### config.mk
export PLATFORM = sky130hd
export DESIGN_NAME = fep_pcs
export DESIGN_NICKNAME = d
export VERILOG_FILES = /design/src/fep_pkg.sv /design/src/fep_pcs.sv
export VERILOG_INCLUDE_DIRS = /design/src
export SDC_FILE = /design/constraint.sdc
export NUM_CORES = 1
export LEC_CHECK = 0
export BUFFER_PORTS_ARGS = -buffer_cell sky130_fd_sc_hd__buf_4
export CAP_MARGIN = 20
export CORE_MARGIN = 2
export CORE_UTILIZATION = 50
export DETAILED_ROUTE_END_ITERATION = 10
export GPL_TIMING_DRIVEN = 0
export HOLD_SLACK_MARGIN = 0.02
export PLACE_DENSITY = 0.74
export SYNTH_ARGS = -nofsm -noshare
export SYNTH_HDL_FRONTEND = slang
export SYNTH_SLANG_ARGS = --single-unit
export TNS_END_PERCENT = 100
### constraint.sdc
create_clock -name clk_sys -period 2.9 [get_ports clk_sys]
set_input_delay 0.145 -clock clk_sys [delete_from_list [all_inputs] [get_ports clk_sys]]
set_output_delay 0.145 -clock clk_sys [all_outputs]
set_load 0.005 [all_outputs]
### src/fep_defs.svh
`ifndef FEP_DEFS_SVH
`define FEP_DEFS_SVH

// Code groups on the network side
`define FEP_SYM_IDLE    5'h1f
`define FEP_SYM_J       5'h18
`define FEP_SYM_K       5'h11
`define FEP_SYM_T       5'h0d
`define FEP_SYM_R       5'h07
`define FEP_SYM_H       5'h04
`define FEP_SYM_ZERO    5'h00

// Nibbles presented to the MAC
`define FEP_NIB_PRE     4'h5
`define FEP_NIB_ERR     4'he
`define FEP_NIB_ZERO    4'h0
`define FEP_NIB_ONES    4'hf

// Timing
`define FEP_CLK_MHZ     25
`define FEP_LINKUP_MS   50
`define FEP_LOCKWIN_MS  2
`define FEP_IDLE_RUN    4'hc
`define FEP_DRIB_MAXPAD 3'h4

// Register word offsets (byte address bits 7:2)
`define FEP_REG_CTRL    6'h00
`define FEP_REG_STAT    6'h01

// Control register fields
`define FEP_CTRL_RST    32'h0000_0001
`define FEP_CTRL_AN     0
`define FEP_CTRL_FIBER  1
`define FEP_CTRL_BYP    2
`define FEP_CTRL_OVR    3
`define FEP_CTRL_HDX    4
`define FEP_CTRL_W      5

// Scrambler seed
`define FEP_SCR_SEED    11'h7ff

`endif

### src/fep_pkg.sv
`default_nettype none

package fep_pkg;

    typedef enum logic [2:0] {
        TX_IDLE = 3'b000,
        TX_J    = 3'b001,
        TX_K    = 3'b010,
        TX_DATA = 3'b011,
        TX_T    = 3'b100,
        TX_R    = 3'b101
    } fep_tx_state_t;

    typedef enum logic [1:0] {
        RX_IDLE = 2'b00,
        RX_K    = 2'b01,
        RX_DATA = 2'b10,
        RX_T    = 2'b11
    } fep_rx_state_t;

    // MAC to device transmit group
    typedef struct packed {
        logic       en;
        logic       er;
        logic [3:0] d;
    } fep_mii_tx_t;

    // Device to MAC receive group
    typedef struct packed {
        logic       dv;
        logic       er;
        logic [3:0] d;
        logic       crs;
        logic       col;
    } fep_mii_rx_t;

endpackage

`default_nettype wire

### src/fep_pcs.sv
// Chosen here: the Wishbone interface to the registers and the address map.
`timescale 1ns/1ns
`default_nettype none
`include "fep_defs.svh"

// Operation
// - Idle code groups while transmit enable low
// - Start of frame sends J then K
// - Encode remaining nibbles until enable drops
// - Nibbles map through fixed 4B/5B table
// - Frame end sends T then R
// - Transmit error sends H code group
// - Unknown code groups received inside a frame flag receive error
// - Received J/K become two preamble nibbles
// - Dribble bits: pad short, drop long
// - Link up after lock held 50 ms
// - Link down when 2 ms lacks idle run
// - Report link failure in status bits
// - Link failure restarts negotiation when enabled
// - Transmit frames only with link, unless override set without negotiation
// - Negotiation bursts while negotiating and link down
// - Carrier follows J/K and T/R pairs
// - Idle without T/R: one-cycle receive error
// - Valid flags decoded data, else zeros
// - Collision held while collision lasts
// - Scramble transmit, descramble receive symbols
// - Fiber only without negotiation, fiber selected
// - MII clocks are 25 MHz system clock
// - MII transmit sampled on rising edge
// - Invalid symbol drives nibble 1110
module fep_pcs
    import fep_pkg::*;
#(
    parameter int LINKUP_CYC  = `FEP_LINKUP_MS * 1000 * `FEP_CLK_MHZ,
    parameter int LOCKWIN_CYC = `FEP_LOCKWIN_MS * 1000 * `FEP_CLK_MHZ
)(
    // Clock and reset
    input  wire logic        clk_sys,
    input  wire logic        rst_n,
    // Wishbone slave
    input  wire logic        cyc_i,
    input  wire logic        stb_i,
    input  wire logic        we_i,
    input  wire logic [7:0]  adr_i,
    input  wire logic [3:0]  sel_i,
    input  wire logic [31:0] dat_i,
    output logic      [31:0] dat_o,
    output logic             ack_o,
    // MII
    input  wire fep_mii_tx_t miiTx,
    output fep_mii_rx_t      miiRx,
    // Line side
    output logic      [4:0]  lineTxSym,
    input  wire logic        lineRxClk,
    input  wire logic [4:0]  lineRxSym,
    input  wire logic [2:0]  lineRxDrib,
    // Link management
    output logic             linkUp,
    output logic             linkFail,
    output logic             anRestart,
    output logic             flpSend,
    output logic             fiberActive
);

    // Data nibble to code group
    function automatic logic [4:0] fepEncode(input logic [3:0] n);
        case (n)
            4'h0: fepEncode = 5'h1e;
            4'h1: fepEncode = 5'h09;
            4'h2: fepEncode = 5'h14;
            4'h3: fepEncode = 5'h15;
            4'h4: fepEncode = 5'h0a;
            4'h5: fepEncode = 5'h0b;
            4'h6: fepEncode = 5'h0e;
            4'h7: fepEncode = 5'h0f;
            4'h8: fepEncode = 5'h12;
            4'h9: fepEncode = 5'h13;
            4'ha: fepEncode = 5'h16;
            4'hb: fepEncode = 5'h17;
            4'hc: fepEncode = 5'h1a;
            4'hd: fepEncode = 5'h1b;
            4'he: fepEncode = 5'h1c;
            default: fepEncode = 5'h1d;
        endcase
    endfunction

    // Code group to {valid, nibble} by inverse search
    function automatic logic [4:0] fepDecode(input logic [4:0] s);
        fepDecode = 5'h00;
        for (int i = 0; i < 16; i++)
        begin
            if (fepEncode(4'(i)) == s)
                fepDecode = {1'b1, 4'(i)};
        end
    endfunction

    // Five steps of x^11 + x^9 + 1, newest key bits at the bottom
    function automatic logic [10:0] fepStep5(input logic [10:0] s);
        fepStep5 = s;
        for (int i = 0; i < 5; i++)
            fepStep5 = {fepStep5[9:0], fepStep5[10] ^ fepStep5[8]};
    endfunction

    logic [31:0] ctrl_r;
    logic        ack_r;
    logic        anEn, fiberSel, scrByp, ovr, hdx, byp;
    logic        linkUp_r, linkLatch_r, lock_r;
    logic        rxCarrier_r;
    logic        txBusy;
    logic        txAllowed;
    logic        regHit;
    logic [31:0] statWord;

    assign anEn      = ctrl_r[`FEP_CTRL_AN];
    assign fiberSel  = ctrl_r[`FEP_CTRL_FIBER];
    assign scrByp    = ctrl_r[`FEP_CTRL_BYP];
    assign ovr       = ctrl_r[`FEP_CTRL_OVR];
    assign hdx       = ctrl_r[`FEP_CTRL_HDX];
    assign fiberActive = fiberSel && !anEn;
    assign byp       = scrByp || fiberActive;
    assign txAllowed = linkUp_r || (ovr && !anEn);
    assign flpSend   = anEn && !linkUp_r;
    assign linkUp    = linkUp_r;

    // Wishbone: one wait state, unmapped words read zero
    assign regHit = cyc_i && stb_i && !ack_r;
    assign ack_o  = ack_r;
    assign statWord = {26'h0, fiberActive, miiRx.crs, txBusy, lock_r, linkLatch_r, linkUp_r};
    always_ff @(posedge clk_sys)
    begin
        if (!rst_n)
        begin
            ack_r <= 1'b0;
            dat_o <= 32'h0;
        end
        else
        begin
            ack_r <= regHit;
            dat_o <= 32'h0;
            if (regHit && !we_i && adr_i[7:2] == `FEP_REG_CTRL)
                dat_o <= ctrl_r;
            else if (regHit && !we_i && adr_i[7:2] == `FEP_REG_STAT)
                dat_o <= statWord;
        end
    end

    // Control register, byte lane 0 holds every field
    always_ff @(posedge clk_sys)
    begin
        if (!rst_n)
            ctrl_r <= `FEP_CTRL_RST;
        else if (regHit && we_i && sel_i[0] && adr_i[7:2] == `FEP_REG_CTRL)
            ctrl_r <= {27'h0, dat_i[`FEP_CTRL_W-1:0]};
    end

    // Transmit path
    fep_tx_state_t txSt_r, txSt_nxt;
    logic [4:0]  txPlain_r, txPlain_nxt;
    logic [10:0] txScr_r, txScr_nxt;

    assign txBusy = (txSt_r != TX_IDLE);

    // Frame sequencing, MII sampled on the system clock rising edge
    always_comb
    begin
        txSt_nxt    = txSt_r;
        txPlain_nxt = `FEP_SYM_IDLE;
        case (txSt_r)
            TX_IDLE:
                if (miiTx.en && txAllowed)
                begin
                    txSt_nxt    = TX_J;
                    txPlain_nxt = `FEP_SYM_J;
                end
            TX_J:
            begin
                txSt_nxt    = TX_K;
                txPlain_nxt = `FEP_SYM_K;
            end
            TX_K, TX_DATA:
                if (miiTx.en)
                begin
                    txSt_nxt    = TX_DATA;
                    txPlain_nxt = miiTx.er ? `FEP_SYM_H : fepEncode(miiTx.d);
                end
                else
                begin
                    txSt_nxt    = TX_T;
                    txPlain_nxt = `FEP_SYM_T;
                end
            TX_T:
            begin
                txSt_nxt    = TX_R;
                txPlain_nxt = `FEP_SYM_R;
            end
            TX_R:
                txSt_nxt = TX_IDLE;
            default:
                txSt_nxt = TX_IDLE;
        endcase
    end

    // Scramble every transmitted code group
    assign txScr_nxt = fepStep5(txScr_r);
    always_ff @(posedge clk_sys)
    begin
        if (!rst_n)
        begin
            txSt_r    <= TX_IDLE;
            txPlain_r <= `FEP_SYM_IDLE;
            txScr_r   <= `FEP_SCR_SEED;
            lineTxSym <= `FEP_SYM_IDLE;
        end
        else
        begin
            txSt_r    <= txSt_nxt;
            txPlain_r <= txPlain_nxt;
            txScr_r   <= txScr_nxt;
            lineTxSym <= byp ? txPlain_nxt : (txPlain_nxt ^ txScr_nxt[4:0]);
        end
    end

    // Receive sampling
    logic       clkS1, clkS2, clkS3;
    logic [4:0] symS1, symS2;
    logic [2:0] drbS1, drbS2;
    logic       symStb_r;
    logic [4:0] rxSym_r;
    logic [2:0] rxDrib_r;

    // Two-stage synchronisers, edge found after the second stage
    always_ff @(posedge clk_sys)
    begin
        if (!rst_n)
        begin
            {clkS1, clkS2, clkS3} <= 3'h0;
            {symS1, symS2} <= 10'h0;
            {drbS1, drbS2} <= 6'h0;
            symStb_r <= 1'b0;
            rxSym_r  <= `FEP_SYM_IDLE;
            rxDrib_r <= 3'h0;
        end
        else
        begin
            clkS1 <= lineRxClk;
            clkS2 <= clkS1;
            clkS3 <= clkS2;
            symS1 <= lineRxSym;
            symS2 <= symS1;
            drbS1 <= lineRxDrib;
            drbS2 <= drbS1;
            symStb_r <= clkS2 && !clkS3;
            if (clkS2 && !clkS3)
            begin
                rxSym_r  <= symS2;
                rxDrib_r <= drbS2;
            end
        end
    end

    // Descrambler
    logic [10:0] rxScr_r, rxScrStep;
    logic [4:0]  dSym;
    logic        dIdle;

    assign rxScrStep = fepStep5(rxScr_r);
    assign dSym  = byp ? rxSym_r : (rxSym_r ^ rxScrStep[4:0]);
    assign dIdle = (dSym == `FEP_SYM_IDLE);
    // Until locked, reload key state assuming the line carries idle
    always_ff @(posedge clk_sys)
    begin
        if (!rst_n)
            rxScr_r <= `FEP_SCR_SEED;
        else if (symStb_r)
            rxScr_r <= lock_r ? rxScrStep : {rxScr_r[5:0], ~rxSym_r};
    end

    // Lock and link
    logic [3:0]  idleRun_r;
    logic        winHit_r;
    logic [15:0] winCnt_r;
    logic [20:0] upCnt_r;
    logic        runDone;

    // Run of twelve idles, still true while the run lasts so each window sees it
    assign runDone = symStb_r && dIdle && (idleRun_r >= `FEP_IDLE_RUN - 4'h1);
    // Idle run counter and window check
    always_ff @(posedge clk_sys)
    begin
        if (!rst_n)
        begin
            idleRun_r <= 4'h0;
            winHit_r  <= 1'b0;
            winCnt_r  <= 16'h0;
            lock_r    <= 1'b0;
        end
        else
        begin
            if (symStb_r)
                idleRun_r <= !dIdle ? 4'h0 :
                             (idleRun_r == `FEP_IDLE_RUN) ? idleRun_r : idleRun_r + 4'h1;
            if (winCnt_r == 16'(LOCKWIN_CYC - 1))
            begin
                winCnt_r <= 16'h0;
                winHit_r <= 1'b0;
                lock_r   <= winHit_r || runDone;
            end
            else
            begin
                winCnt_r <= winCnt_r + 16'h1;
                if (runDone)
                begin
                    winHit_r <= 1'b1;
                    lock_r   <= 1'b1;
                end
            end
        end
    end

    // Link qualification timer and failure events
    always_ff @(posedge clk_sys)
    begin
        if (!rst_n)
        begin
            upCnt_r     <= 21'h0;
            linkUp_r    <= 1'b0;
            linkLatch_r <= 1'b0;
            linkFail    <= 1'b0;
            anRestart   <= 1'b0;
        end
        else
        begin
            linkFail  <= linkUp_r && !lock_r;
            anRestart <= linkUp_r && !lock_r && anEn;
            if (!lock_r)
            begin
                upCnt_r  <= 21'h0;
                linkUp_r <= 1'b0;
            end
            else if (upCnt_r == 21'(LINKUP_CYC - 1))
                linkUp_r <= 1'b1;
            else
                upCnt_r <= upCnt_r + 21'h1;
            // Failure wins over the status-read re-arm
            if (linkUp_r && !lock_r)
                linkLatch_r <= 1'b0;
            else if (regHit && !we_i && adr_i[7:2] == `FEP_REG_STAT)
                linkLatch_r <= linkUp_r;
        end
    end

    // Receive framing
    fep_rx_state_t rxSt_r;
    logic [4:0] dDec;
    logic [3:0] pend_r;
    logic       pendV_r, preQ_r;
    logic [3:0] padMask;

    assign dDec = fepDecode(dSym);
    assign padMask = 4'(4'hf << rxDrib_r);
    // Held-back nibble lets the trailing partial one be padded or dropped
    always_ff @(posedge clk_sys)
    begin
        if (!rst_n)
        begin
            rxSt_r      <= RX_IDLE;
            rxCarrier_r <= 1'b0;
            pend_r      <= `FEP_NIB_ZERO;
            pendV_r     <= 1'b0;
            preQ_r      <= 1'b0;
            miiRx.crs   <= 1'b0;
            miiRx.col   <= 1'b0;
            miiRx.dv    <= 1'b0;
            miiRx.er    <= 1'b0;
            miiRx.d     <= `FEP_NIB_ZERO;
        end
        else
        begin
            miiRx.dv <= 1'b0;
            miiRx.er <= 1'b0;
            miiRx.d  <= `FEP_NIB_ZERO;
            preQ_r   <= 1'b0;
            // Carrier and collision; MII runs on this 25 MHz clock
            miiRx.crs <= rxCarrier_r || (hdx && txBusy);
            miiRx.col <= hdx && txBusy && rxCarrier_r;
            if (preQ_r)
            begin
                miiRx.dv <= 1'b1;
                miiRx.d  <= `FEP_NIB_PRE;
            end
            else if (symStb_r)
            begin
                case (rxSt_r)
                    RX_IDLE:
                        if (dSym == `FEP_SYM_J)
                            rxSt_r <= RX_K;
                    RX_K:
                        if (dSym == `FEP_SYM_K)
                        begin
                            rxSt_r      <= RX_DATA;
                            rxCarrier_r <= 1'b1;
                            miiRx.dv    <= 1'b1;
                            miiRx.d     <= `FEP_NIB_PRE;
                            preQ_r      <= 1'b1;
                        end
                        else
                            rxSt_r <= RX_IDLE;
                    RX_DATA:
                        if (dSym == `FEP_SYM_T)
                            rxSt_r <= RX_T;
                        else if (dIdle)
                        begin
                            rxSt_r      <= RX_IDLE;
                            rxCarrier_r <= 1'b0;
                            pendV_r     <= 1'b0;
                            miiRx.er    <= 1'b1;
                        end
                        else if (dDec[4])
                        begin
                            pend_r   <= dDec[3:0];
                            pendV_r  <= 1'b1;
                            miiRx.dv <= pendV_r;
                            miiRx.d  <= pendV_r ? pend_r : `FEP_NIB_ZERO;
                        end
                        else
                        begin
                            miiRx.dv <= 1'b1;
                            miiRx.er <= 1'b1;
                            miiRx.d  <= `FEP_NIB_ERR;
                        end
                    RX_T:
                    begin
                        rxSt_r      <= RX_IDLE;
                        rxCarrier_r <= 1'b0;
                        pendV_r     <= 1'b0;
                        if (dSym != `FEP_SYM_R)
                            miiRx.er <= 1'b1;
                        else if (pendV_r && rxDrib_r <= `FEP_DRIB_MAXPAD)
                        begin
                            miiRx.dv <= 1'b1;
                            miiRx.d  <= (rxDrib_r == 3'h0) ? pend_r : (pend_r | padMask);
                        end
                    end
                    default:
                        rxSt_r <= RX_IDLE;
                endcase
            end
        end
    end

    a_idle_fill: assert property (@(posedge clk_sys) disable iff (!rst_n)
        (txSt_r == TX_IDLE && !(miiTx.en && txAllowed)) |=> txPlain_r == `FEP_SYM_IDLE)
        else $error("idle not sent");
    a_ssd_pair: assert property (@(posedge clk_sys) disable iff (!rst_n)
        (txSt_r == TX_IDLE && miiTx.en && txAllowed) |=> txPlain_r == `FEP_SYM_J
        ##1 txPlain_r == `FEP_SYM_K)
        else $error("start pair wrong");
    a_esd_pair: assert property (@(posedge clk_sys) disable iff (!rst_n)
        ($fell(miiTx.en) && txSt_r == TX_DATA) |=> txPlain_r == `FEP_SYM_T
        ##1 txPlain_r == `FEP_SYM_R ##1 txPlain_r == `FEP_SYM_IDLE)
        else $error("end pair wrong");
    a_tx_error: assert property (@(posedge clk_sys) disable iff (!rst_n)
        (txSt_r == TX_DATA && miiTx.en && miiTx.er) |=> txPlain_r == `FEP_SYM_H)
        else $error("error code missing");
    a_rx_invalid: assert property (@(posedge clk_sys) disable iff (!rst_n)
        (miiRx.er && miiRx.dv) |-> miiRx.d == `FEP_NIB_ERR)
        else $error("invalid nibble wrong");
    a_rxd_zero: assert property (@(posedge clk_sys) disable iff (!rst_n)
        !miiRx.dv |-> miiRx.d == `FEP_NIB_ZERO)
        else $error("data not zero");
    a_link_drop: assert property (@(posedge clk_sys) disable iff (!rst_n)
        (linkUp_r && !lock_r) |=> !linkUp_r && linkFail && (anRestart == anEn))
        else $error("link not dropped");
    a_flp_down: assert property (@(posedge clk_sys) disable iff (!rst_n)
        (anEn && !linkUp_r && !txBusy) |-> flpSend && txSt_nxt == TX_IDLE)
        else $error("bursts not sent");
    a_col_hold: assert property (@(posedge clk_sys) disable iff (!rst_n)
        (hdx && txBusy && rxCarrier_r)[*2] |=> miiRx.col)
        else $error("collision not held");
    a_false_end: assert property (@(posedge clk_sys) disable iff (!rst_n)
        (symStb_r && rxSt_r == RX_DATA && dIdle) |=> miiRx.er && !rxCarrier_r
        ##1 !miiRx.er)
        else $error("false end not flagged");

endmodule
`default_nettype wire

After elaboration in Yosys (flattened, before gate mapping):

Memory sizes are Yosys's and may differ from the RTL's.
Cells that the tools add are included.

* memories: 1
* register bits: 160
* word-level logic and storage cells: 225
* ROM bits: 80

* equality and inequality tests: 40
* reductions and logical operators: 51
* mux-type cells: 67
* add/subtract/negate cells: 3
* bitwise operators: 21
* $lt $le $gt $ge: 2
* shift operators: 1

Memory list
* (no name shown): words 16, bits a word 5, rd ports 1, clocked after memory_dff 0, write ports 0, line fep_pcs.sv:67 `case (n)`

Operator list (number)
* 5-bit two-way mux: 23
* 5-bit equality test (first input constant): 11
* 4-bit two-way mux: 8
* 4-bit by 5-bit equality test with 1-bit output (first input constant): 5
* 21-bit by 1-bit adder with 21-bit output (second input constant): 1
* 21-bit equality test (second input constant): 1
* 1-bit logical AND: 20
* 5-bit case mux with 4 select lines: 1
* 1-bit two-way mux: 17
* 16-bit by 1-bit adder with 16-bit output (second input constant): 1
* 16-bit equality test (second input constant): 1
* 5-bit equality test (second input constant): 3
* 3-bit two-way mux: 5
* 6-bit two-way mux: 2
* 2-bit inequality test (second input constant): 6
* 3-bit case mux with 4 select lines: 1
* 4-bit case mux with 3 select lines: 1
* 6-bit AND reduction: 2
* 1-bit bitwise XOR: 10
* 5-bit bitwise XOR: 2
* 2-bit two-way mux: 4
* 2-bit case mux with 4 select lines: 1
* 2-bit OR reduction: 4
* 1-bit NOT: 7
* 30 further kinds: 48

Depth between registers and ports, before layout:

Gate-level depths: netlist of run 1.

* word-level depth: 27
* mapped depth: 9
* mapped depth without buffers: 7

Worst setup path before layout of run 1:

OpenSTA, ideal clock, no wires.

* path type: flip-flop to flip-flop
* start point: register ctrl_r[1]
* end point: register pend_r[0]
* arrival: 2.235 ns
* stages on the path, launching flop included: 9
* library setup time: 0.087 ns
* setup slack: 0.578 ns
* cells stage by stage: dfxtp_1 > nor2b_1 > buf_2 > buf_2 > nor4_2 > o211ai_1 > a2111oi_1 > o22ai_1 > o31ai_1

* word-level cells in the longest chain between the ends: 21
* elaborated cells between the ends (all ways): 40

RTL lines
* from (decl): line fep_pcs.sv:104 `logic [31:0] ctrl_r;`
* from (signal assigned): line fep_pcs.sv:151 `` ctrl_r <= `FEP_CTRL_RST; ``
* from (signal assigned): line fep_pcs.sv:153 `` ctrl_r <= {27'h0, dat_i[`FEP_CTRL_W-1:0]}; ``
* 1-bit logical AND (*): line fep_pcs.sv:119 `assign fiberActive = fiberSel && !anEn;`
* net fiberActive: line fep_pcs.sv:62 `output logic fiberActive`
* 1-bit logical OR (*): line fep_pcs.sv:120 `assign byp = scrByp || fiberActive;`
* 5-bit two-way mux (*): line fep_pcs.sv:267 `assign dSym = byp ? rxSym_r : (rxSym_r ^ rxScrStep[4:0]);`
* 5-bit equality test: line fep_pcs.sv:92 `if (fepEncode(4'(i)) == s)`
* 5-bit two-way mux (16 in series): line fep_pcs.sv:92
* 6-bit AND reduction (no source line)
* to (signal assigned): line fep_pcs.sv:368 `` pend_r <= `FEP_NIB_ZERO; ``
* to (signal assigned): line fep_pcs.sv:420 `pend_r <= dDec[3:0];`
* to (decl): line fep_pcs.sv:355 `logic [3:0] pend_r;`

Mark *: on every way through the listed nets, which the timed path passes. The rest lies on a longest branch.
A chain may end at the register's enable or synchronous reset.

Worst setup path after layout of run 1:

* start point: register ctrl_r[0]
* end point: register pend_r[0]

* word-level cells in the longest chain between the ends: 22
* elaborated cells between the ends (all ways): 41

RTL lines (line)
* 1-bit logical NOT (*): fep_pcs.sv:119
* 1-bit logical AND (*): fep_pcs.sv:119
* 1-bit logical OR (*): fep_pcs.sv:120
* 5-bit two-way mux (*): fep_pcs.sv:267
* 5-bit equality test: fep_pcs.sv:92
* 5-bit two-way mux (16 in series): fep_pcs.sv:92
* 6-bit AND reduction (no source line)

Mark *: on every way between the ends. The rest lies on a longest branch, timed or not.

==> results of run 1 <==
-- timing repair --
action | in CTS | in global routing
hold buffers | 14 | 0
setup buffers | 0 | 1
resized for setup | 0 | 7
hold endpoints to repair | 14 | 0
setup endpoints to repair | 0 | 19
-- per-layer routing --
layer	vias up	track usage, %	wire length, um
met5	-	0	0
met4	0	8.86	261
met3	22	6.38	806
met2	149	36.4	6470
met1	2405	27.1	6320
li1	2615	-	-
-- worst register-to-register path: stages (launching register included) --
cell       delay [ns]
dfxtp_1          0.38
nor2b_1          0.13
buf_2            0.20
buf_2            0.20
nor4_1           0.53
nor2_1           0.30
a2111oi_2        0.53
o22ai_1          0.17
o31ai_1          0.20
-- through the flow --
stage          util, %  power, mW  setup TNS [ns]
6_report          63.5       4.52               0
5_1_grt           63.5       4.66               0
4_1_cts           63.1       4.54               0
3_5_place_dp      56.6       2.23               0
3_3_place_gp      56.5       2.22        -0.00170
2_1_floorplan        -       2.13               0
-- flip-flops by register name, summed over array words and instances (netlist names), 2 cells and up --
signal     cells
dat_o          6
upCnt_r       21
txSt_r         3
miiRx          8
pend_r         4
rxDrib_r       3
ctrl_r         5
txScr_r       11
drbS2          3
drbS1          3
rxSym_r        5
lineTxSym      5
symS2          5
rxSt_r         2
winCnt_r      16
symS1          5
rxScr_r       11
idleRun_r      4
-- area by class of cell --
type | count | share of cell area (%)
Multi-Input combinational cell | 516 | 41.2
Sequential cell | 134 | 35.6
Timing Repair Buffer | 71 | 7.51
Clock buffer | 21 | 6.25
Buffer | 52 | 3.97
Tap cell | 147 | 2.44
Clock inverter | 11 | 2.28
Inverter | 15 | 0.748
-- power breakdown --
part | internal (mW) | total [mW] | switching, mW
Sequential | 1.89 | 1.91 | 0.0252
Clock | 1.51 | 2.31 | 0.800
Combinational | 0.147 | 0.306 | 0.159
-- final timing paths --
check | slack, ns | startpoint | depth (start not counted) | endpoint
worst max-delay path | 0.18 | ctrl_r[0]$_SDFFE_PN1P_ | 8 | pend_r[0]$_SDFFE_PN0P_
worst min-delay path | 0.05 | cyc_i | 3 | ack_o$_SDFF_PN0_
worst max register to register | 0.18 | ctrl_r[0]$_SDFFE_PN1P_ | 8 | pend_r[0]$_SDFFE_PN0P_
worst min register to register | 0.41 | txScr_r[3]$_SDFF_PN1_ | 1 | txScr_r[8]$_SDFF_PN1_
-- kinds of logic (layout without fill, tap and decap cells) --
| kind of cell | count (synthesis) | after routing | share of synthesized area [%] |
|---|---|---|---|
| AOI/OAI and AO/OA | 118 | 118 | 12.9 |
| other | 1 | 26 | 0.0624 |
| xor gates and xnor gates | 48 | 48 | 6.99 |
| and+or+nand+nor | 299 | 299 | 25.2 |
| adders and majority gates | 4 | 4 | 0.832 |
| buffers and inverters | 67 | 170 | 5.89 |
| DFF | 134 | 134 | 44.6 |
| muxes | 21 | 21 | 3.50 |
-- cell usage in the layout, fill, tap and decap left out, drive strengths merged, types with 14 or more instances in the layout --
master       instances
xnor2               28
clkbuf              41
conb                26
nand2               67
xor2                20
and2                22
dlygate4sd3         14
dfxtp              134
o21ai               27
buf                 89
nor2                87
inv                 15
mux2i               21
nor4                14
nand3               26
a21oi               30
==> metrics, run 1 <==
outcome=finished, final reports clean; residual DRC count=0; fillers=999; drt total wl=13900 um; Post-synth top cells=dfxtp_1 (134), nor2_1 (87), nand2_1 (67); Pins Over Slew Limit=0; Register Area=0.00268 sq mm; sequential fraction of the synthesis area=44.6%; Post-synth top flop=dfxtp_1; Cells after Synth=692; Die X=114 um; Worst VDD drop=0.346 mV; tightest hold margin=0.0467 ns; HP Class=in -> reg; fraction of layout cells with a size suffix above 1=15.9%; max_slew headroom=51.5%; clock buffer depth=2; final instance area=0.00753 sq mm; f_max=368 MHz; area of the multi-input gates=0.00310 sq mm; # clock sinks=134; via count=5191; Distinct cells, synth=55; critical path peak fanout=10; minimum clock period=2.72 ns; TritonCTS clock tree=done; Crit. End Element=flip-flop; Congestion Overflow GR=0; Worst EP required=3.23 ns; die height=114 um; NumNets Final=875; Worst-Margin Slew=0.722 ns; CORE AREA=0.0119 sq mm; initial drt markers=340; async set-reset flop share out of synthesis=0%; initial antenna violation count=0; Crit path max-delay family=simple AND/OR/NAND/NOR gates; H-Tree Level Count=4; RSZ-0062 raised after global routing=false; die area=0.0129 sq mm; CTS root buffer=clkbuf_16; post-synth top area share=44.6%; CP cell instances=nor2b_1 -> buf_2 -> buf_2 -> nor4_1 -> nor2_1 -> a2111oi_2 -> o22ai_1 -> o31ai_1; Skew-Pair Late Insertion Delay=0.43 ns; Syn-to-layout area delta=25.2%; ratio of final minimum period to clock period=93.7%; crit path kind=reg -> reg; GRT Overall Usage=22.0%; Placer Congestion=0.949; most used cell, CP=buf_2; Max-Cap Viols=0; crit-path max cell delay=0.53 ns; CTS Buf Count=17; crit path DAT=3.05 ns; WL/cell=14.3 um; clk_skew=0.0204 ns; post-DR vias/cell=5.37; area leader, netlist=dfxtp_1; final hold vios=0; post-DP HPWL=9990 um; synth top area cells=dfxtp_1 (45%), nor2_1 (5.4%), nand2_1 (4.2%), xnor2_1 (4.1%), mux2i_1 (3.5%); Avg Inst Size Synth=8.69 sq um; global-route wire length before repair=22700 um; # rows=40; Setup WS pre-CTS=0.0475 ns; largest net degree at the start of global routing=17; vias in the first global route=4930; number of diodes=0; I/O pin total=115; final non-filler cell total=967; setup violators final=0; area of the mapped netlist=0.00601 sq mm; Placed Cells=920; CP Launch Type=flip-flop; Initial Utilization=50.7%; number of synthesized flops with an enable pin=0; warning count from the yosys run=0; final antenna-violating net count=0; Reg clk slew, reported paths=0.05 ns; most frequent cell after synthesis=dfxtp_1; #FFs+latches synth=134; CP bufs+invs=2; Leak=2.88 nW; Area after DPL=0.00671 sq mm; IO buf count=55; PnR worst setup slack=0.184 ns; Worst path slowest cell=nor4_1; DRT Pass-1 Iters=4; power per cell area=601 mW/mm^2
(Power assumes the default switching activity.)
==> inputs of run 2 (changes only) <==
- CORE_ASPECT_RATIO: default -> 1.5
- GPL_ROUTABILITY_DRIVEN: default -> 0
- SKIP_CTS_REPAIR_TIMING: default -> 1
==> run 2 against run 1 <==
  * The run now ends with negative hold slack left
  * Clock-buffer cell count decreased by 3
  * Via count increased by 3.0%
  * Die area rose by 0.14%
  * Sequential share of layout area down 0.16 points
  * Critical path depth up 1
  * Flip-flop and latch count is the same
  * Critical endpoint is now miiRx[2]$_SDFF_PN0_
  * Largest power group unchanged
==> metrics, run 2 (synthesized netlist as in run 1, its figures left out) <==
max reg flops=21 (unchanged); Syn-to-layout area delta=25.8%; f_max=368 MHz (-0.18%); number of diodes=0 (unchanged); ratio of final minimum period to clock period=93.8% (+0.17 points); fraction of layout cells with a size suffix above 1=16.2% (+0.37 points); crit path DAT=3.04 ns (about the same); Final TNS setup=0 ns (unchanged); TritonCTS clock tree=done; via count=5346 (+3.0%); violated checks=negative hold slack; HP Class=in -> reg; final hold vios=1 (+1); initial antenna violation count=0 (unchanged); outcome=finished, violations left; Worst EP required=3.22 ns (about the same); CTS root buffer=clkbuf_16; die height=138 um (+22%); Crit. End Element=flip-flop; Congestion Overflow GR=0 (unchanged); H-Tree Level Count=4 (unchanged); power per cell area=606 mW/mm^2 (+0.81%); initial drt markers=264 (-22%); residual DRC count=0 (unchanged); minimum clock period=2.72 ns (+0.00492 ns); Reg clk slew, reported paths=0.06 ns (about the same); WL/cell=15.0 um (+4.6%); Top reg by flops=upCnt_r; post-DR vias/cell=5.49 (+2.4%); crit path kind=reg -> reg; critical path peak fanout=10 (unchanged); commonest non-fill, non-tap cell in the layout=dfxtp_1; Register Area=0.00268 sq mm (unchanged); CORE AREA=0.0118 sq mm (-0.24%); # clock sinks=134 (unchanged); Final Total Pwr=4.58 mW (+1.3%); max_slew headroom=46.9% (-4.6 points); Worst-Margin Slew=0.790 ns (+0.0680 ns); area of the multi-input gates=0.00312 sq mm (+0.57%); Skew-Pair Late Insertion Delay=0.42 ns (about the same); GRT Overall Usage=22.7% (+0.67 points); setup violators final=0 (unchanged); IO buf count=55 (unchanged); I/O pin total=115 (unchanged); final antenna-violating net count=0 (unchanged); fillers=968 (-3.1%); CTS Buf Count=17 (unchanged); CP Launch Type=flip-flop; post-DP HPWL=10500 um (+5.5%); commonest cells after routing, fill and taps aside=dfxtp_1 (134), nor2_1 (87), buf_4 (83); global-route wire length before repair=23800 um (+4.7%); Pins Over Slew Limit=0 (unchanged); die area=0.0129 sq mm (+0.14%); RSZ-0062 raised after global routing=false; vias in the first global route=5272 (+6.9%); largest net degree at the start of global routing=17 (unchanged); Die X=93.5 um (-18%); clk_skew=0.00892 ns (-0.0115 ns); tightest hold margin=-0.0114 ns (-0.0582 ns); Initial Utilization=50.8% (+0.12 points); Worst VDD drop=0.371 mV (+7.2%); Max-Cap Viols=0 (unchanged); # rows=49 (+23%); top flop regs=upCnt_r: 21 flops, winCnt_r: 16 flops; clock buffer depth=2 (unchanged); NumNets Final=875 (unchanged); drt total wl=14600 um (+5.2%); Leak=2.91 nW (+0.74%); DRT Pass-1 Iters=5 (+1)
==> run 2: per-stage QoR <==
step / setup slack [ns] / std cells / util, % / area [sq um]
floorplan: 0.578 / 717 / - / 6110
global placement: 0.0622 / 925 / 56.7 / 6710
detailed placement: 0.0220 / 926 / 56.8 / 6720
CTS: -0.0389 / 958 / 62.3 / 7370
global route: 0.0529 / 973 / 63.9 / 7560
finish: 0.179 / 973 / 63.9 / 7560
==> run 2: path summary, 6_finish.rpt <==
kind                               start                endpoint  slack (ns)  cells after the start
setup / recovery  ctrl_r[0]$_SDFFE_PN1P_     miiRx[2]$_SDFF_PN0_        0.18                      9
hold / removal                  dat_i[2]  ctrl_r[2]$_SDFFE_PN0P_       -0.01                      3
setup reg to reg  ctrl_r[0]$_SDFFE_PN1P_     miiRx[2]$_SDFF_PN0_        0.18                      9
hold reg to reg    txScr_r[3]$_SDFF_PN1_   txScr_r[8]$_SDFF_PN1_        0.41                      1
==> run 2: final cells by class <==
type | instances | area share, %
clock inverters | 14 | 2.96
multi-input cells | 516 | 41.2
plain buffers | 52 | 3.95
well taps | 153 | 2.53
repair buffers | 71 | 7.45
flip-flops and latches | 134 | 35.5
inverters | 15 | 0.745
clock buffers | 18 | 5.68
==> run 2: metal layers <==
metal | vias up | global-route usage [%] | wire (um)
met4 | 0 | 10.8 | 499
met5 | - | 0 | 0
met3 | 52 | 4.52 | 628
li1 | 2605 | - | -
met1 | 2517 | 25.0 | 5620
met2 | 172 | 40.9 | 7830
==> run 2: where the power goes <==
group	switching (mW)	total, mW	internal (mW)
clock	0.821	2.36	1.53
sequential	0.0263	1.91	1.89
combinational	0.165	0.314	0.149
total	1.01	4.58	3.57
==> run 2: critical path, cell delays in order (launching register included) <==
cell	delay, ns
dfxtp_1	0.42
nor2b_2	0.12
buf_2	0.19
o31ai_1	0.54
a222oi_1	0.18
buf_4	0.20
buf_4	0.15
a211oi_1	0.38
o211ai_1	0.15
a221oi_1	0.29
==> inputs of run 3 (changes only) <==
- CORE_MARGIN: 2 -> default
- GPL_TIMING_DRIVEN: 0 -> 1
- clock period: 2.9 -> 2.67 ns (I/O delays scaled with it)
==> run 3 against run 2 <==
  * Flip-flop and latch count did not move
  * Clock skew is 0.0021 ns lower
  * Maximum frequency increased by 6.8%
  * First-iteration DRC count decreased by 6.8%
  * Design area is 2.8% lower
  * Worst setup slack worse by 0.056 ns
  * Power grew 4.6%
  * Sequential share of layout area up 1.1 points
  * Sequential power rose by 9%
  * Register-to-register slack lost 0.06 ns
  * Via count shrank 2.3%
  * The run now ends clean
  * Clock power grew 2%
  * Highest routed layer unchanged
==> metrics, run 3 (synthesized netlist as in run 1, its figures left out) <==
Placed Cells=891 (-3.8%); Pins Over Slew Limit=0 (unchanged); TritonCTS clock tree=done; Crit path max-delay family=simple AND/OR/NAND/NOR gates; number of diodes=0 (unchanged); max reg flops=21 (unchanged); GRT Overall Usage=23.0% (+0.29 points); PnR worst setup slack=0.124 ns (-0.0556 ns); Setup WS pre-CTS=0.124 ns (+0.102 ns); top flop regs=upCnt_r: 21 flops, winCnt_r: 16 flops; final instance area=0.00735 sq mm (-2.8%); via count=5225 (-2.3%); Max-Cap Viols=0 (unchanged); CTS Buf Count=17 (unchanged); die area=0.0125 sq mm (-3.6%); minimum clock period=2.55 ns (-0.174 ns); initial drt markers=246 (-6.8%); crit path DAT=2.89 ns (-0.15 ns); gr busiest metal=met2; CP cell instances=nor2b_1 -> buf_4 -> or4_4 -> a222oi_1 -> buf_4 -> a2111oi_1 -> or3b_1 -> a21oi_1; final core utilization=63.4% (-0.50 points); Crit. End Element=flip-flop; CP bufs+invs=2 (-1); commonest cells after routing, fill and taps aside=dfxtp_1 (132), nor2_1 (87), buf_4 (76); Reg clk slew, reported paths=0.06 ns (about the same); M3 GR Usage=5.03% (+0.51 points); Worst EP required=3.01 ns (-0.21 ns); I/O pin total=115 (unchanged); global-route wire length before repair=22700 um (-4.6%); NumNets Final=843 (-3.7%); max_slew headroom=49.7% (+2.8 points); met2 Use GR=44.4% (+3.4 points); Initial Utilization=51.9% (+1.1 points); crit-path max cell delay=0.53 ns (about the same); final antenna-violating net count=0 (unchanged); drt total wl=14100 um (-3.4%); most used cell, CP=buf_4; Area after DPL=0.00657 sq mm (-2.2%); HP Class=in -> reg; final non-filler cell total=937 (-3.7%); WL/cell=15.0 um (+0.35%); CORE AREA=0.0116 sq mm (-2.0%); clock buffer depth=2 (unchanged); # clock sinks=134 (unchanged); Die X=91.5 um (-2.1%); Top reg by flops=upCnt_r; Final TNS setup=0 ns (unchanged); clk_skew=0.00680 ns (-0.00211 ns); Worst VDD drop=0.434 mV (+17%); area of the multi-input gates=0.00310 sq mm (-0.68%); f_max=393 MHz (+6.8%); CTS root buffer=clkbuf_16; Skew-Pair Late Insertion Delay=0.41 ns (about the same); tightest hold margin=0.0296 ns (+0.0411 ns); post-DP HPWL=9990 um (-5.3%); commonest non-fill, non-tap cell in the layout=dfxtp_1; outcome=finished, final reports clean; Leak=2.80 nW (-3.6%); CP Launch Type=flip-flop; Congestion Overflow GR=0 (unchanged); die height=136 um (-1.4%); DRT Pass-1 Iters=5 (unchanged); initial antenna violation count=0 (unchanged); Worst path slowest cell=or4_4; post-DR vias/cell=5.58 (+1.5%); H-Tree Level Count=4 (unchanged); critical path peak fanout=21 (+11); Syn-to-layout area delta=22.2%; residual DRC count=0 (unchanged); vias in the first global route=5172 (-1.9%); power per cell area=652 mW/mm^2 (+7.6%); fillers=971 (+0.31%); IO buf count=56 (+1.8%); setup violators final=0 (unchanged); largest net degree at the start of global routing=41 (+24); M1 GR Usage=22.1% (-2.9 points); fraction of layout cells with a size suffix above 1=14.6% (-1.6 points); crit path kind=reg -> reg; Final Total Pwr=4.79 mW (+4.6%); # rows=48 (-2.0%); Worst-Margin Slew=0.753 ns (-0.0368 ns); ratio of final minimum period to clock period=95.4% (+1.6 points); Register Area=0.00269 sq mm (about the same); final hold vios=0 (-1)
## run 3: cell count changes in the layout (fill, tap and decap cells not counted), sizes merged
| cell | change |
|---|---|
| bufinv | -1 |
| clkbuf | -17 |
| clkinvlp | -1 |
| inv | -2 |
| dlygate4sd3 | +2 |
| buf | -14 |
## run 3: where the power goes
| part | switching [mW] | total (mW) | leakage, nW | internal (mW) |
|---|---|---|---|---|
| logic | 0.170 | 0.313 | 1.41 | 0.143 |
| clock network | 0.827 | 2.40 | 0.300 | 1.57 |
| registers | 0.0282 | 2.08 | 1.09 | 2.05 |
| total | 1.02 | 4.79 | 2.80 | 3.77 |
## run 3: final timing paths
kind                     startpoint  cells past startpoint                    end  slack [ns]
max          ctrl_r[1]$_SDFFE_PN0P_                      8    miiRx[7]$_SDFF_PN0_        0.12
min                           cyc_i                      3       ack_o$_SDFF_PN0_        0.03
max reg2reg  ctrl_r[1]$_SDFFE_PN0P_                      8    miiRx[7]$_SDFF_PN0_        0.12
min reg2reg   txScr_r[1]$_SDFF_PN1_                      1  txScr_r[6]$_SDFF_PN1_        0.41
## run 3: worst min-delay path: stages
cell and delay (ns):
buf_4 0.07, nand3b_1 0.10, nor2_1 0.10
## run 3: area by class of cell
| cell class | count | area share (%) |
|---|---|---|
| timing repair buffer | 91 | 9.81 |
| multi-input combinational | 516 | 42.1 |
| clock buffer | 21 | 6.13 |
| inverter | 15 | 0.766 |
| sequential | 134 | 36.5 |
| tap | 150 | 2.55 |
| clock inverter | 10 | 2.09 |
## run 3: layer usage
metal  wire length, um  share of wire (%)  up-vias
li1                  -                  -     2541
met1              5250                 37     2481
met2              7750                 55      154
met3               513                3.6       49
met4               578                4.1        0
met5                 0                  0        -
